<file path="config.mk">
export PLATFORM = sky130hd
export DESIGN_NAME = rtctb_top
export DESIGN_NICKNAME = d
export VERILOG_FILES = /design/src/include/rtctb_pkg.sv /design/src/rtl/rtctb_cal.sv /design/src/rtl/rtctb_sync.sv /design/src/rtl/rtctb_top.sv
export SDC_FILE = /design/constraint.sdc
export NUM_CORES = 1
export LEC_CHECK = 0
export BUFFER_PORTS_ARGS = -buffer_cell sky130_fd_sc_hd__buf_2
export CAP_MARGIN = 20
export CORE_MARGIN = 2
export CORE_UTILIZATION = 25
export DETAILED_ROUTE_END_ITERATION = 6
export PLACE_DENSITY_LB_ADDON = 0.3
export SLEW_MARGIN = 5
export SYNTH_ARGS = -nofsm -noshare
export SYNTH_HDL_FRONTEND = slang
export SYNTH_SLANG_ARGS = --single-unit
export TNS_END_PERCENT = 100
</file>
<file path="constraint.sdc">
create_clock -name pclk -period 4.47 [get_ports pclk]
set_input_delay 0.447 -clock pclk [delete_from_list [all_inputs] [get_ports pclk]]
set_output_delay 0.447 -clock pclk [all_outputs]
set_load 0.005 [all_outputs]
</file>
<file path="src/include/rtctb_pkg.sv">
package rtctb_pkg;
  localparam int unsigned PCLK_HZ    = 200_000_000;
  localparam int unsigned XTAL_HZ    = 32_768;
  // Timing figures in their own units
  localparam int unsigned TMO_MIN_MS = 25;
  localparam int unsigned TMO_MAX_MS = 35;
  localparam int unsigned OSF_MS     = 25;
  localparam int unsigned SKEW_US    = 7_800;
  localparam int unsigned TOL_PPM    = 8_000;
  // Least times round up, longest round down
  localparam int unsigned TMO_MIN_TICKS = (TMO_MIN_MS * XTAL_HZ + 999) / 1000;
  localparam int unsigned TMO_MAX_TICKS = (TMO_MAX_MS * XTAL_HZ) / 1000;
  localparam int unsigned OSF_CYCLES    = OSF_MS * (PCLK_HZ / 1000);
  localparam int unsigned SKEW_TICKS    = (SKEW_US * XTAL_HZ) / 1_000_000;
  // Divide last: an early divide drops the fraction of the crystal rate
  localparam int unsigned TOL_TICKS     = XTAL_HZ * TOL_PPM / 1_000_000;
  // Reference divisors per select code
  localparam logic [15:0] DIV_SEL0 = 16'h0001;
  localparam logic [15:0] DIV_SEL1 = 16'h0032;
  localparam logic [15:0] DIV_SEL2 = 16'h003C;
  localparam logic [15:0] DIV_SEL3 = 16'h8000;
  // Register byte offsets
  localparam logic [7:0] OFF_CTRL   = 8'h00;
  localparam logic [7:0] OFF_STATUS = 8'h04;
  localparam logic [7:0] OFF_TIME   = 8'h08;
  localparam logic [7:0] OFF_DATE   = 8'h0C;
  localparam logic [7:0] OFF_ALM1   = 8'h10;
  localparam logic [7:0] OFF_ALM2   = 8'h14;
  // Control fields
  localparam int unsigned C_OSC_OFF = 0;
  localparam int unsigned C_EXT_EN  = 1;
  localparam int unsigned C_DIV_LO  = 2;
  localparam int unsigned C_MODE12  = 4;
  localparam int unsigned C_INTCN   = 5;
  localparam int unsigned C_A1IE    = 6;
  localparam int unsigned C_A2IE    = 7;
  localparam logic [7:0]  CTRL_RST  = 8'h00;
  // Status fields, write one to clear
  localparam int unsigned S_A1F  = 0;
  localparam int unsigned S_A2F  = 1;
  localparam int unsigned S_LOST = 2;
  localparam int unsigned S_HALT = 3;
  localparam int unsigned S_TMO  = 4;
  localparam logic [3:0]  STAT_RST = 4'h8;
  // Time and date word fields
  localparam int unsigned T_SEC = 0;
  localparam int unsigned T_MIN = 8;
  localparam int unsigned T_HR  = 16;
  localparam int unsigned T_PM  = 21;
  localparam int unsigned D_DOW = 0;
  localparam int unsigned D_DAT = 8;
  localparam int unsigned D_MON = 16;
  localparam int unsigned D_YR  = 24;
  typedef enum logic {REF_HUNT, REF_LOCK} rtctb_lock_t;
endpackage : rtctb_pkg

</file>
<file path="src/rtl/rtctb_cal.sv">
`timescale 1ns/1ps
module rtctb_cal
  import rtctb_pkg::*;
(
  input  wire logic       pclk,
  input  wire logic       presetn,
  input  wire logic       sec_tick,
  input  wire logic       load_time,
  input  wire logic       load_date,
  input  wire logic [5:0] new_sec,
  input  wire logic [5:0] new_min,
  input  wire logic [4:0] new_hour,
  input  wire logic [2:0] new_dow,
  input  wire logic [4:0] new_date,
  input  wire logic [3:0] new_month,
  input  wire logic [6:0] new_year,
  output logic      [5:0] sec_q,
  output logic      [5:0] min_q,
  output logic      [4:0] hour_q,
  output logic      [2:0] dow_q,
  output logic      [4:0] date_q,
  output logic      [3:0] month_q,
  output logic      [6:0] year_q
);
  logic [4:0] last_day;
  logic       leap;
  logic       c_min;
  logic       c_hour;
  logic       c_day;
  logic       c_mon;
  logic       c_yr;

  // Every year 00..99 divisible by four is a leap year in 2000..2099
  assign leap     = (year_q[1:0] == 2'b00);
  assign last_day = (month_q == 4'd2) ? (leap ? 5'd29 : 5'd28) :
                    (month_q == 4'd4 || month_q == 4'd6 ||
                     month_q == 4'd9 || month_q == 4'd11) ? 5'd30 : 5'd31;
  assign c_min  = sec_tick && sec_q == 6'd59;
  assign c_hour = c_min && min_q == 6'd59;
  assign c_day  = c_hour && hour_q == 5'd23;
  assign c_mon  = c_day && date_q >= last_day;
  assign c_yr   = c_mon && month_q == 4'd12;

  always_ff @(posedge pclk or negedge presetn) begin
    if (!presetn) begin
      sec_q   <= '0;
      min_q   <= '0;
      hour_q  <= '0;
      dow_q   <= 3'h1;
      date_q  <= 5'h01;
      month_q <= 4'h1;
      year_q  <= '0;
    end else begin
      if (load_time) begin
        sec_q  <= new_sec;
        min_q  <= new_min;
        hour_q <= new_hour;
      end else if (sec_tick) begin
        sec_q  <= c_min ? 6'd0 : sec_q + 6'd1;
        if (c_min)  min_q  <= c_hour ? 6'd0 : min_q + 6'd1;
        if (c_hour) hour_q <= c_day ? 5'd0 : hour_q + 5'd1;
      end
      if (load_date) begin
        dow_q   <= new_dow;
        date_q  <= new_date;
        month_q <= new_month;
        year_q  <= new_year;
      end else if (c_day && !load_time) begin
        dow_q  <= (dow_q == 3'd7) ? 3'd1 : dow_q + 3'd1;
        date_q <= c_mon ? 5'd1 : date_q + 5'd1;
        if (c_mon) month_q <= c_yr ? 4'd1 : month_q + 4'd1;
        if (c_yr)  year_q  <= (year_q == 7'd99) ? 7'd0 : year_q + 7'd1;
      end
    end
  end
endmodule : rtctb_cal

</file>
<file path="src/rtl/rtctb_sync.sv">
`timescale 1ns/1ps
module rtctb_sync
  import rtctb_pkg::*;
#(
  parameter int unsigned W = 3
) (
  input  wire logic         pclk,
  input  wire logic         presetn,
  input  wire logic [W-1:0] async_in,
  output logic      [W-1:0] sync_out
);
  logic [W-1:0] meta_q;

  always_ff @(posedge pclk or negedge presetn) begin
    if (!presetn) begin
      meta_q   <= '0;
      sync_out <= '0;
    end else begin
      meta_q   <= async_in;
      sync_out <= meta_q;
    end
  end
endmodule : rtctb_sync

</file>
<file path="src/rtl/rtctb_top.sv">
// Implementation choices: the placing of the registers and register access over APB.
`timescale 1ns/1ps
module rtctb_top
  import rtctb_pkg::*;
#(
  parameter int unsigned OSF_LIMIT = OSF_CYCLES
) (
  input  wire logic        pclk,
  input  wire logic        presetn,
  input  wire logic        psel,
  input  wire logic        penable,
  input  wire logic        pwrite,
  input  wire logic [7:0]  paddr,
  input  wire logic [31:0] pwdata,
  output logic      [31:0] prdata,
  output logic             pready,
  output logic             pslverr,
  input  wire logic        xtal_clk,
  input  wire logic        refin_or_irq_a_pin_i,
  output logic             refin_or_irq_a_pin_o,
  output logic             refin_or_irq_a_pin_oe,
  output logic             wave_or_irq_b_pin,
  input  wire logic        scl_i,
  input  wire logic        sda_drive_req,
  input  wire logic        wr_byte_pending,
  output logic             sda_o,
  output logic             sda_oe,
  output logic             bus_reset,
  output logic             byte_discard
);
  // ==========================================================
  // Pin synchronisers and edge detection
  logic [2:0]  pins_s;
  logic        xtal_p_q;
  logic        ref_p_q;
  logic        xtal_edge;
  logic        ref_edge;
  logic        scl_s;

  rtctb_sync #(.W(3)) u_sync (
    .pclk     (pclk),
    .presetn  (presetn),
    .async_in ({scl_i, refin_or_irq_a_pin_i, xtal_clk}),
    .sync_out (pins_s)
  );

  // ==========================================================
  // Register state
  logic [7:0]  ctrl_q;
  logic [4:0]  stat_q;
  logic [16:0] alm1_q;
  logic [16:0] alm2_q;
  logic        osc_off_bit;
  logic        ext_ref_enable;
  logic [1:0]  ref_divisor_select;
  logic        mode12;

  assign osc_off_bit        = ctrl_q[C_OSC_OFF];
  assign ext_ref_enable     = ctrl_q[C_EXT_EN];
  assign ref_divisor_select = ctrl_q[C_DIV_LO +: 2];
  assign mode12             = ctrl_q[C_MODE12];
  assign scl_s              = pins_s[2];

  // A stopped oscillator gives no edges at all
  assign xtal_edge = pins_s[0] && !xtal_p_q && !osc_off_bit;
  // Pin A is only a reference input while the reference is enabled
  assign ref_edge  = pins_s[1] && !ref_p_q && ext_ref_enable;

  // ==========================================================
  // Reference divider
  logic [15:0] ref_div_q;
  logic [15:0] divisor;
  logic        ref_derived_pps;

  assign divisor = (ref_divisor_select == 2'd0) ? DIV_SEL0 :
                   (ref_divisor_select == 2'd1) ? DIV_SEL1 :
                   (ref_divisor_select == 2'd2) ? DIV_SEL2 : DIV_SEL3;
  assign ref_derived_pps = ref_edge && (ref_div_q >= divisor - 16'h0001);

  // ==========================================================
  // Crystal divider, tolerance check and lock
  logic [14:0] xdiv_q;
  logic [14:0] xdiv_d;
  logic [14:0] lock_ph_q;
  logic [14:0] skew;
  logic [14:0] skew_abs;
  logic [16:0] refper_q;
  logic        xtal_derived_pps;
  logic        in_tol;
  logic        too_long;
  logic        ref_bad;
  logic        need_adj;
  rtctb_lock_t lock_q;

  localparam logic [16:0] PER_LO  = 17'(XTAL_HZ - TOL_TICKS);
  localparam logic [16:0] PER_HI  = 17'(XTAL_HZ + TOL_TICKS);
  localparam logic [14:0] SKEW_LIM = 15'(SKEW_TICKS);

  assign xtal_derived_pps = xtal_edge && (xdiv_q == 15'h7FFF);
  // Measured in crystal ticks, so only meaningful with the oscillator running
  assign in_tol   = refper_q >= PER_LO && refper_q <= PER_HI;
  assign too_long = refper_q > PER_HI;
  assign ref_bad  = ext_ref_enable && !osc_off_bit &&
                    ((ref_derived_pps && !in_tol) || too_long);
  assign skew     = xdiv_q - lock_ph_q;
  assign skew_abs = skew[14] ? 15'(-skew) : skew;
  // Wrong-phase reference edges pull the divider only at or past the skew limit
  assign need_adj = ref_derived_pps && in_tol && lock_q == REF_LOCK &&
                    skew_abs >= SKEW_LIM;

  always_comb begin
    xdiv_d = xdiv_q;
    if (need_adj) begin
      xdiv_d = lock_ph_q;
    end else if (xtal_edge) begin
      xdiv_d = xdiv_q + 15'h0001;
    end
  end

  always_ff @(posedge pclk or negedge presetn) begin
    if (!presetn) begin
      xtal_p_q  <= 1'b0;
      ref_p_q   <= 1'b0;
      ref_div_q <= '0;
      xdiv_q    <= '0;
      refper_q  <= '0;
      lock_ph_q <= '0;
      lock_q    <= REF_HUNT;
    end else begin
      xtal_p_q <= pins_s[0];
      ref_p_q  <= pins_s[1];
      xdiv_q   <= xdiv_d;
      if (!ext_ref_enable) begin
        ref_div_q <= '0;
      end else if (ref_edge) begin
        ref_div_q <= ref_derived_pps ? 16'h0000 : ref_div_q + 16'h0001;
      end
      if (ref_derived_pps) begin
        refper_q <= '0;
      end else if (xtal_edge && !too_long) begin
        refper_q <= refper_q + 17'h00001;
      end
      unique case (lock_q)
        REF_HUNT: begin
          // Relock at whatever alignment exists now
          if (ref_derived_pps && in_tol && ext_ref_enable) begin
            lock_q    <= REF_LOCK;
            lock_ph_q <= xdiv_q;
          end
        end
        REF_LOCK: begin
          if (ref_bad || !ext_ref_enable) begin
            lock_q <= REF_HUNT;
          end
        end
      endcase
    end
  end

  // ==========================================================
  // Counter source selection
  logic sec_tick;

  // Off oscillator with no reference leaves sec_tick low: counters hold
  assign sec_tick = osc_off_bit ? (ext_ref_enable && ref_derived_pps)
                                : xtal_derived_pps;

  // ==========================================================
  // APB decode
  logic        setup;
  logic        wr_en;
  logic        hit_ctrl;
  logic        hit_stat;
  logic        hit_time;
  logic        hit_date;
  logic        hit_alm1;
  logic        hit_alm2;
  logic        mapped;
  logic [4:0]  wr_hour;
  logic [4:0]  rd_hour;
  logic        rd_pm;
  logic [31:0] rdata_d;
  logic [5:0]  cs;
  logic [5:0]  cm;
  logic [4:0]  ch;
  logic [2:0]  cdw;
  logic [4:0]  cdt;
  logic [3:0]  cmo;
  logic [6:0]  cyr;

  assign setup    = psel && !penable;
  assign wr_en    = psel && penable && pready && pwrite;
  assign hit_ctrl = paddr == OFF_CTRL;
  assign hit_stat = paddr == OFF_STATUS;
  assign hit_time = paddr == OFF_TIME;
  assign hit_date = paddr == OFF_DATE;
  assign hit_alm1 = paddr == OFF_ALM1;
  assign hit_alm2 = paddr == OFF_ALM2;
  assign mapped   = hit_ctrl | hit_stat | hit_time | hit_date | hit_alm1 | hit_alm2;

  // Hours stored as 0..23; 12h form only at the register port
  assign wr_hour = !mode12 ? pwdata[T_HR +: 5] :
                   (pwdata[T_HR +: 5] == 5'd12) ? (pwdata[T_PM] ? 5'd12 : 5'd0) :
                   (pwdata[T_PM] ? pwdata[T_HR +: 5] + 5'd12 : pwdata[T_HR +: 5]);
  assign rd_pm   = ch >= 5'd12;
  assign rd_hour = !mode12 ? ch :
                   (ch == 5'd0) ? 5'd12 :
                   rd_pm && ch != 5'd12 ? ch - 5'd12 : ch;

  always_comb begin
    rdata_d = 32'h0000_0000;
    if (hit_ctrl) begin
      rdata_d[7:0] = ctrl_q;
    end else if (hit_stat) begin
      rdata_d[4:0] = stat_q;
    end else if (hit_time) begin
      rdata_d[T_SEC +: 6] = cs;
      rdata_d[T_MIN +: 6] = cm;
      rdata_d[T_HR  +: 5] = rd_hour;
      rdata_d[T_PM]       = mode12 && rd_pm;
    end else if (hit_date) begin
      rdata_d[D_DOW +: 3] = cdw;
      rdata_d[D_DAT +: 5] = cdt;
      rdata_d[D_MON +: 4] = cmo;
      rdata_d[D_YR  +: 7] = cyr;
    end else if (hit_alm1) begin
      rdata_d[16:0] = alm1_q;
    end else if (hit_alm2) begin
      rdata_d[16:0] = alm2_q;
    end
  end

  // ==========================================================
  // Calendar
  rtctb_cal u_cal (
    .pclk      (pclk),
    .presetn   (presetn),
    .sec_tick  (sec_tick),
    .load_time (wr_en && hit_time),
    .load_date (wr_en && hit_date),
    .new_sec   (pwdata[T_SEC +: 6]),
    .new_min   (pwdata[T_MIN +: 6]),
    .new_hour  (wr_hour),
    .new_dow   (pwdata[D_DOW +: 3]),
    .new_date  (pwdata[D_DAT +: 5]),
    .new_month (pwdata[D_MON +: 4]),
    .new_year  (pwdata[D_YR +: 7]),
    .sec_q     (cs),
    .min_q     (cm),
    .hour_q    (ch),
    .dow_q     (cdw),
    .date_q    (cdt),
    .month_q   (cmo),
    .year_q    (cyr)
  );

  // ==========================================================
  // Alarms, oscillator halt and bus timeout
  logic [16:0] now_hms;
  logic        tick_q;
  logic        a1_hit;
  logic        a2_hit;
  logic [22:0] osf_cnt_q;
  logic        osf_set;
  logic [10:0] tmo_cnt_q;
  logic        tmo_q;
  logic        tmo_rise;
  logic [4:0]  set_vec;
  logic [4:0]  clr_vec;
  logic        sq_q;

  localparam logic [22:0] OSF_LIM  = 23'(OSF_LIMIT);
  localparam logic [10:0] TMO_LIM  = 11'(TMO_MIN_TICKS);

  // Alarm words hold {hour, minute, second} in 24h form
  assign now_hms = {ch, cm, cs};
  assign a1_hit  = tick_q && now_hms == alm1_q;
  assign a2_hit  = tick_q && now_hms == alm2_q;
  assign osf_set = osf_cnt_q >= OSF_LIM;
  // Firing at the minimum limit also meets the maximum limit
  assign tmo_rise = !tmo_q && !scl_s && xtal_edge &&
                    tmo_cnt_q == TMO_LIM - 11'h001;

  assign set_vec = {tmo_rise, osf_set, ref_bad, a2_hit, a1_hit};
  assign clr_vec = (wr_en && hit_stat) ? pwdata[4:0] : 5'h00;

  always_ff @(posedge pclk or negedge presetn) begin
    if (!presetn) begin
      tick_q    <= 1'b0;
      osf_cnt_q <= '0;
      tmo_cnt_q <= '0;
      tmo_q     <= 1'b0;
      sq_q      <= 1'b0;
    end else begin
      tick_q <= sec_tick;
      if (sec_tick) sq_q <= !sq_q;
      if (xtal_edge) begin
        osf_cnt_q <= '0;
      end else if (!osf_set) begin
        osf_cnt_q <= osf_cnt_q + 23'h000001;
      end
      if (scl_s) begin
        tmo_cnt_q <= '0;
        tmo_q     <= 1'b0;
      end else if (xtal_edge && !tmo_q) begin
        tmo_cnt_q <= tmo_cnt_q + 11'h001;
        if (tmo_rise) tmo_q <= 1'b1;
      end
    end
  end

  // ==========================================================
  // Register writes, status flags and APB answer
  always_ff @(posedge pclk or negedge presetn) begin
    if (!presetn) begin
      ctrl_q  <= CTRL_RST;
      stat_q  <= {1'b0, STAT_RST};
      alm1_q  <= '0;
      alm2_q  <= '0;
      prdata  <= '0;
      pready  <= 1'b0;
      pslverr <= 1'b0;
    end else begin
      if (wr_en && hit_ctrl) ctrl_q <= pwdata[7:0];
      if (wr_en && hit_alm1) alm1_q <= pwdata[16:0];
      if (wr_en && hit_alm2) alm2_q <= pwdata[16:0];
      // A new event in the clearing cycle survives the clear
      stat_q  <= (stat_q & ~clr_vec) | set_vec;
      pready  <= setup;
      pslverr <= setup && !mapped;
      if (setup) prdata <= rdata_d;
    end
  end

  // ==========================================================
  // Pin drivers
  logic irq_a_n;
  logic irq_b_n;

  assign irq_a_n = !(ctrl_q[C_A1IE] && stat_q[S_A1F]);
  assign irq_b_n = !(ctrl_q[C_A2IE] && stat_q[S_A2F]);

  always_ff @(posedge pclk or negedge presetn) begin
    if (!presetn) begin
      refin_or_irq_a_pin_o  <= 1'b0;
      refin_or_irq_a_pin_oe <= 1'b0;
      wave_or_irq_b_pin     <= 1'b1;
      sda_o                 <= 1'b0;
      sda_oe                <= 1'b0;
      bus_reset             <= 1'b0;
      byte_discard          <= 1'b0;
    end else begin
      refin_or_irq_a_pin_o  <= 1'b0;
      // Open drain: only pulls low, never while used as reference input
      refin_or_irq_a_pin_oe <= !ext_ref_enable && !irq_a_n;
      wave_or_irq_b_pin     <= ctrl_q[C_INTCN] ? irq_b_n : sq_q;
      sda_o                 <= 1'b0;
      sda_oe                <= sda_drive_req && !tmo_q && !tmo_rise;
      bus_reset             <= tmo_q || tmo_rise;
      byte_discard          <= tmo_rise && wr_byte_pending;
    end
  end
endmodule : rtctb_top

</file>
* Word level (Yosys, flattened, before mapping) *
Cells that the tools add are included.

cells by class
  reduce and logical (&&, ||, !) cells = 87
  mux-type cells = 85
  equality and inequality tests = 26
  $lt $le $gt $ge = 8
  bitwise logic cells = 9
  shifts and indexed selects = 0
  multipliers = 0
  divide/modulo/power cells = 0
  add/subtract/negate cells = 17

operators with widths
  operator                                                              count
  two-way mux 17 bit                                                    9
  two-way mux 16 bit                                                    6
  two-way mux 5 bit                                                     18
  two-way mux 7 bit                                                     8
  two-way mux 6 bit                                                     9
  logical AND 1 bit                                                     47
  two-way mux 23 bit                                                    2
  two-way mux 15 bit                                                    3
  == test 17 bit                                                        2
  two-way mux 4 bit                                                     6
  adder 23 x 1 -> 23 bit (second input constant)                        1
  greater-or-equal comparator 23 bit (second input constant)            1
  two-way mux 11 bit                                                    2
  nonzero test 2 bit                                                    10
  two-way mux 3 bit                                                     6
  adder 17 x 1 -> 17 bit (second input constant)                        1
  greater-or-equal comparator 17 x 15 -> 1 bit (second input constant)  1
  greater-than comparator 17 x 16 -> 1 bit (second input constant)      1
  less-or-equal comparator 17 x 16 -> 1 bit (second input constant)     1
  adder 16 x 1 -> 16 bit (second input constant)                        1
  == test 8 x 4 -> 1 bit (second input constant)                        2
  == test 8 x 5 -> 1 bit (second input constant)                        2
  greater-or-equal comparator 16 bit                                    1
  subtractor 16 x 1 -> 16 bit (second input constant)                   1
  45 further kinds                                                      91

word-level totals
  bits in writable memories = 0
  bits in latches = 0
  input bits = 50
  memories kept = 0
  memory bits (read-only) = 0
  output and inout port bits = 41
  flip-flop bits (word level) = 228

* Depth between registers and ports, before layout *
  depth in word-level cells = 18
  depth in mapped cells = 15
  gate-level depth less buffers = 15

* Modules after synthesis *
A second synthesis with hierarchy kept.

unflattened totals
  cell total of the unflattened synthesis = 1372
  area total of the unflattened synthesis = 13196.4 µm²

modules (own cells, without submodules)
  module      area an instance (µm²)  seq. area each (µm²)  cells an instance  times used
  rtctb_top   10666.5                 4657.0                1087               1
  rtctb_cal   2379.8                  904.6                 279                1
  rtctb_sync  150.1                   150.1                 6                  1

* Least setup slack after synthesis *
No wires, ideal clock.

  path type = register to register
  from = register xdiv_q[0]
  to = register xdiv_q[0]
  stages on the path, launching flop included = 14
  arrival time = 3.740 ns
  period minus slack after synthesis = 3.867 ns
  setup slack = 0.603 ns
  path buffers = 0
  cells stage by stage = dfrtp_1 inv_1 ha_1 inv_1 fa_1 a211oi_2 nor2_1 xnor2_1 o2111ai_1 or4_1 o41ai_1 a31oi_1 o41ai_4 mux2_1

on the way
  cells in the longest elaborated chain, start to end = 6
  elaborated cells between the ends (all ways) = 9
  those cells by class = add/sub: 3; order compare: 1; mux: 3; reduce/logical: 2

RTL lines
  element                                                          RTL line          source
  start: declaration                                               rtctb_top.sv:82   logic [14:0] xdiv_q;
  start signal: assignment                                         rtctb_top.sv:132  xdiv_q <= xdiv_d;
  subtractor 15 bit                                                rtctb_top.sv:105  assign skew = xdiv_q - lock_ph_q;
  negation 15 bit                                                  rtctb_top.sv:106  assign skew_abs = skew[14] ? 15'(-skew) : skew;
  two-way mux 15 bit                                               rtctb_top.sv:106
  greater-or-equal comparator 15 x 8 -> 1 bit                      rtctb_top.sv:109  skew_abs >= SKEW_LIM;
  logical AND 1 bit                                                rtctb_top.sv:108  assign need_adj = ref_derived_pps && in_tol && lock_q == REF_LOCK &&
  two-way mux 15 bit / nonzero test 2 bit (equally long branches)  -

Several ways; a longest one is shown, not always the timed one. The select of a mux whose other input is x is not followed.
A chain may end at the register's enable or synchronous reset.

* Final worst setup path *
  from = register xdiv_q[0]
  to = register xdiv_q[14]

Same word-level chain as after synthesis.

==> impl_results.md <==
* Most congested layer reported by global routing: met2
* Status: completed
* Final Hold Viols at 0
* Power consumption at 5813 µW
* Setup slack on the worst flop-to-flop path at 280 ps
* Number of I/O port buffers at 82
* Hold WC Path Type: input port to register
* Post-route ant nets at 0
* Setup tns final at 0 ps
* Sequential area share after synthesis at 42.37%
* TritonCTS clock tree: built
* Setup repair after global routing missed its margin: no
* Maximum level of the CTS H-tree at 1
* Crit path required time at 4900 ps
* Syn Area/Cell at 9.356 µm²
* Hold path startpoint: wr_byte_pending
* Post-synth cell types at 83
* Number of standard cells after synthesis at 1441
* Worst-case headroom to the max-slew limit at 31.80%
* Number of max-slew violations in the final report at 0
* Area of combinational cells with multiple inputs at between 7000 and 8000 µm²
* Final critical-path required period at approximately 4200 ps
* Routing usage on met1 at 18.39%
* Predominant post-synthesis flop cell: sky130_fd_sc_hd__dfrtp_1
* Final setup vio count at 0
* EDFF count, synth at 0
* Highest cell delay on the worst timing path at 570 ps
* Maximum clock path buffer count at 3
* Post-route worst hold slack at 115.1 ps
* Total number of placement rows at 85
* Total Nets Final at 1621
* Slew of the pin with the lowest slew margin at 1009 ps
* Static Leakage at 0.007164 µW
* Layout cells sized above 1 at 14.33%
* Initial Utilization at 25.15%
* Cell with the largest stage delay on the worst path: sky130_fd_sc_hd__or4_1
* Leading cell type in the layout, fill and taps excluded: sky130_fd_sc_hd__dfrtp_1
* Peak VDD IR at 0.2698 mV
* Clock latency on the worst-skew pair at 550 ps
* Period utilization at 93.70%
* Die area at around 56000 µm²
* Share of flip-flops with an asynchronous set or reset at 100.0%
* Worst Path Class, Setup: register to register
* Synthesis-stage register bit count at 228
* Global placement routability congestion at 0.8287
* Gr ovfl total at 0
* Number of placed I/O pins at 91
* Routed vias/inst at 4.874
* Critical path arrival at 4620 ps
* Cell occurring most often along the worst timing path: sky130_fd_sc_hd__inv_1
* Total Routing Usage GR at around 13%
* Wire length of the first global-routing pass at 58.39 mm
* CTS Sinks at about 230
* Vias in the first global route at ~11k
* Worst-path clk slew at about 60 ps
* Area of the core at ~54000 µm²
* Met3 Track Usage GR at under 10%
* Most used cells in the layout excluding fill and tap cells: 223 x sky130_fd_sc_hd__dfrtp_1, 150 x sky130_fd_sc_hd__nor2_1, 122 x sky130_fd_sc_hd__nand2_1
* Total Routed Length at between 30 and 40 mm
* Grt met2 use at between 20% and 30%
* Worst reg2reg path startpoint: xdiv_q[0]$_DFFE_PN0P_
* Clock tree skew after final layout at 14.15 ps
* Layout-stage area growth over the synthesis result at 16.60%
* Fillers at 5689
* Die Width at 236.2 µm
* Starting DRT DRC Count at 635
* Maximum Capacitance Violations at 0
* Ant diodes at 0
* Power per unit of standard cell area at roughly 370 nW/µm²
* Setup crit start kind: register
* Number of antenna violations at the first check in global routing at 6
* FMAX at between 0.2 and 0.25 GHz
* Biggest fanout along the worst timing path at 5
* Worst setup path startpoint: xdiv_q[0]$_DFFE_PN0P_
* Total via count in the routed design at 10.87k
* Worst Setup End Kind: register
* Total clock buffers created by CTS at 28
* First-pass iteration count of the detailed router at 5
* Die Ht at 236.2 µm
* Buffer type at the clock tree root: sky130_fd_sc_hd__clkbuf_16
* WL per Instance at between 15 and 20 µm
* Maximum number of pins on one net before global-route repair at 101
* Number of buffers and inverters on the critical path at 3
* Cell Area, Synth at 13480 µm²
* Detailed placer's ending HPWL at 26.37 mm
* Cell chain of the critical path: inv_1 > ha_1 > inv_1 > fa_1 > a21oi_1 > nor2_1 > nor4_1 > o2111ai_2 > or4_1 > o41ai_1 > a31oi_1 > o41ai_4 > buf_4 > mux2_1
* Register area at 5712 µm²
* CP top delay family: compound AO/OA/AOI/OAI gates
* DRC violations left at 0
* Number of warning messages in the yosys log at 0
## synth_stat cells, drive strengths merged (15+ instances only)
cell,instances,share of area (%)
dfrtp,223,41
nor2,151,4.2
nand2,122,3.4
o21ai,96,3.6
xor2,73,4.7
inv,59,1.6
ha,57,5.3
clkbuf,55,1.5
nand3,55,2.0
a21oi,49,1.9
mux2,49,4.1
mux2i,43,3.2
and3,34,1.6
a31oi,27,1.3
xnor2,26,1.7
or3,23,1.1
nand4,21,0.97
nor3,20,0.74
nor4,20,0.93
nand2b,18,0.84
and2,17,0.79
o31ai,17,0.95
buf,15,0.70
## sequential cells by signal, indices dropped and copies added (netlist names), 6 cells and up
register,count
refper_q,17
u_cal.sec_q,6
alm2_q,17
tmo_cnt_q,11
prdata,29
ctrl_q,8
xdiv_q,15
ref_div_q,16
u_cal.year_q,7
alm1_q,17
u_cal.min_q,6
lock_ph_q,15
osf_cnt_q,23
## metrics by stage
step / worst slack (ps) / std cells / instance area [µm²] / utilization (%)
6_report: 281.7 / 2231 / 15720 / 29.33
5_1_grt: 44.74 / 2231 / 15720 / 29.33
4_1_cts: 190.9 / 2231 / 15710 / 29.30
3_5_place_dp: 218.7 / 2175 / 14690 / 27.41
3_3_place_gp: 262.5 / 2175 / 14690 / 27.41
2_1_floorplan: 602.9 / 1445 / 13500 / -
## path summary, 6_finish.rpt
check	depth (start not counted)	endpoint
max in group asynchronous	3	alm1_q[7]$_DFFE_PN0P_
min	2	byte_discard$_DFF_PN0_
min in group asynchronous	2	prdata[24]$_DFFE_PN0P_
min reg2reg	0	u_sync.sync_out[2]$_DFF_PN0_
max	14	xdiv_q[14]$_DFFE_PN0P_
max reg2reg	14	xdiv_q[14]$_DFFE_PN0P_
## power by group
group / leakage [µW] / internal, µW / switching [µW]
combinational: 0.00370 / 471 / 715
clock: 0.000480 / 1500 / 880
sequential: 0.00298 / 2140 / 105
## cells by family after synthesis
group                    share of synthesized area (%)
AND/OR/NAND/NOR                                  18.93
AO/OA/AOI/OAI                                    15.62
flip-flops                                       42.37
buffers and inverters                            3.898
XOR/XNOR                                         6.432
multiplexers                                     7.285
adder cells (fa/ha/maj)                          5.438
other                                          0.02782
## worst register-to-register path, delay by kind of cell, from the launching register on
family	cells	cell delay, ps
DFF	1	420
AOI/OAI and AO/OA	5	1360
and+or+nand+nor	3	1010
buffers and inverters	3	370
muxes	1	320
adders and majority gates	2	590
## metal layers
metal | vias up | share of wire [%]
met1 | 5313 | 49
met3 | 59 | 4.1
met2 | 187 | 45
met4 | 8 | 2.1
met5 | - | 0.16
li1 | 5306 | -
## repair_timing
item / CTS / global route
gates resized for setup: 0 / 2
hold buffers: 4 / 0
endpoints found under the hold margin: 28 / 0
endpoints found under the setup margin: 0 / 5
buffers inserted: 0 / 0
## layout make-up
class                           count  share of cell area [%]
Timing Repair Buffer              108                   4.139
Clock inverter                      9                  0.9233
Tap cell                          696                   5.540
Multi-Input combinational cell   1087                   46.36
Clock buffer                       43                   5.269
Inverter                           60                   1.433
Sequential cell                   228                   36.33
No activity file was read; power rests on OpenSTA's default activity.
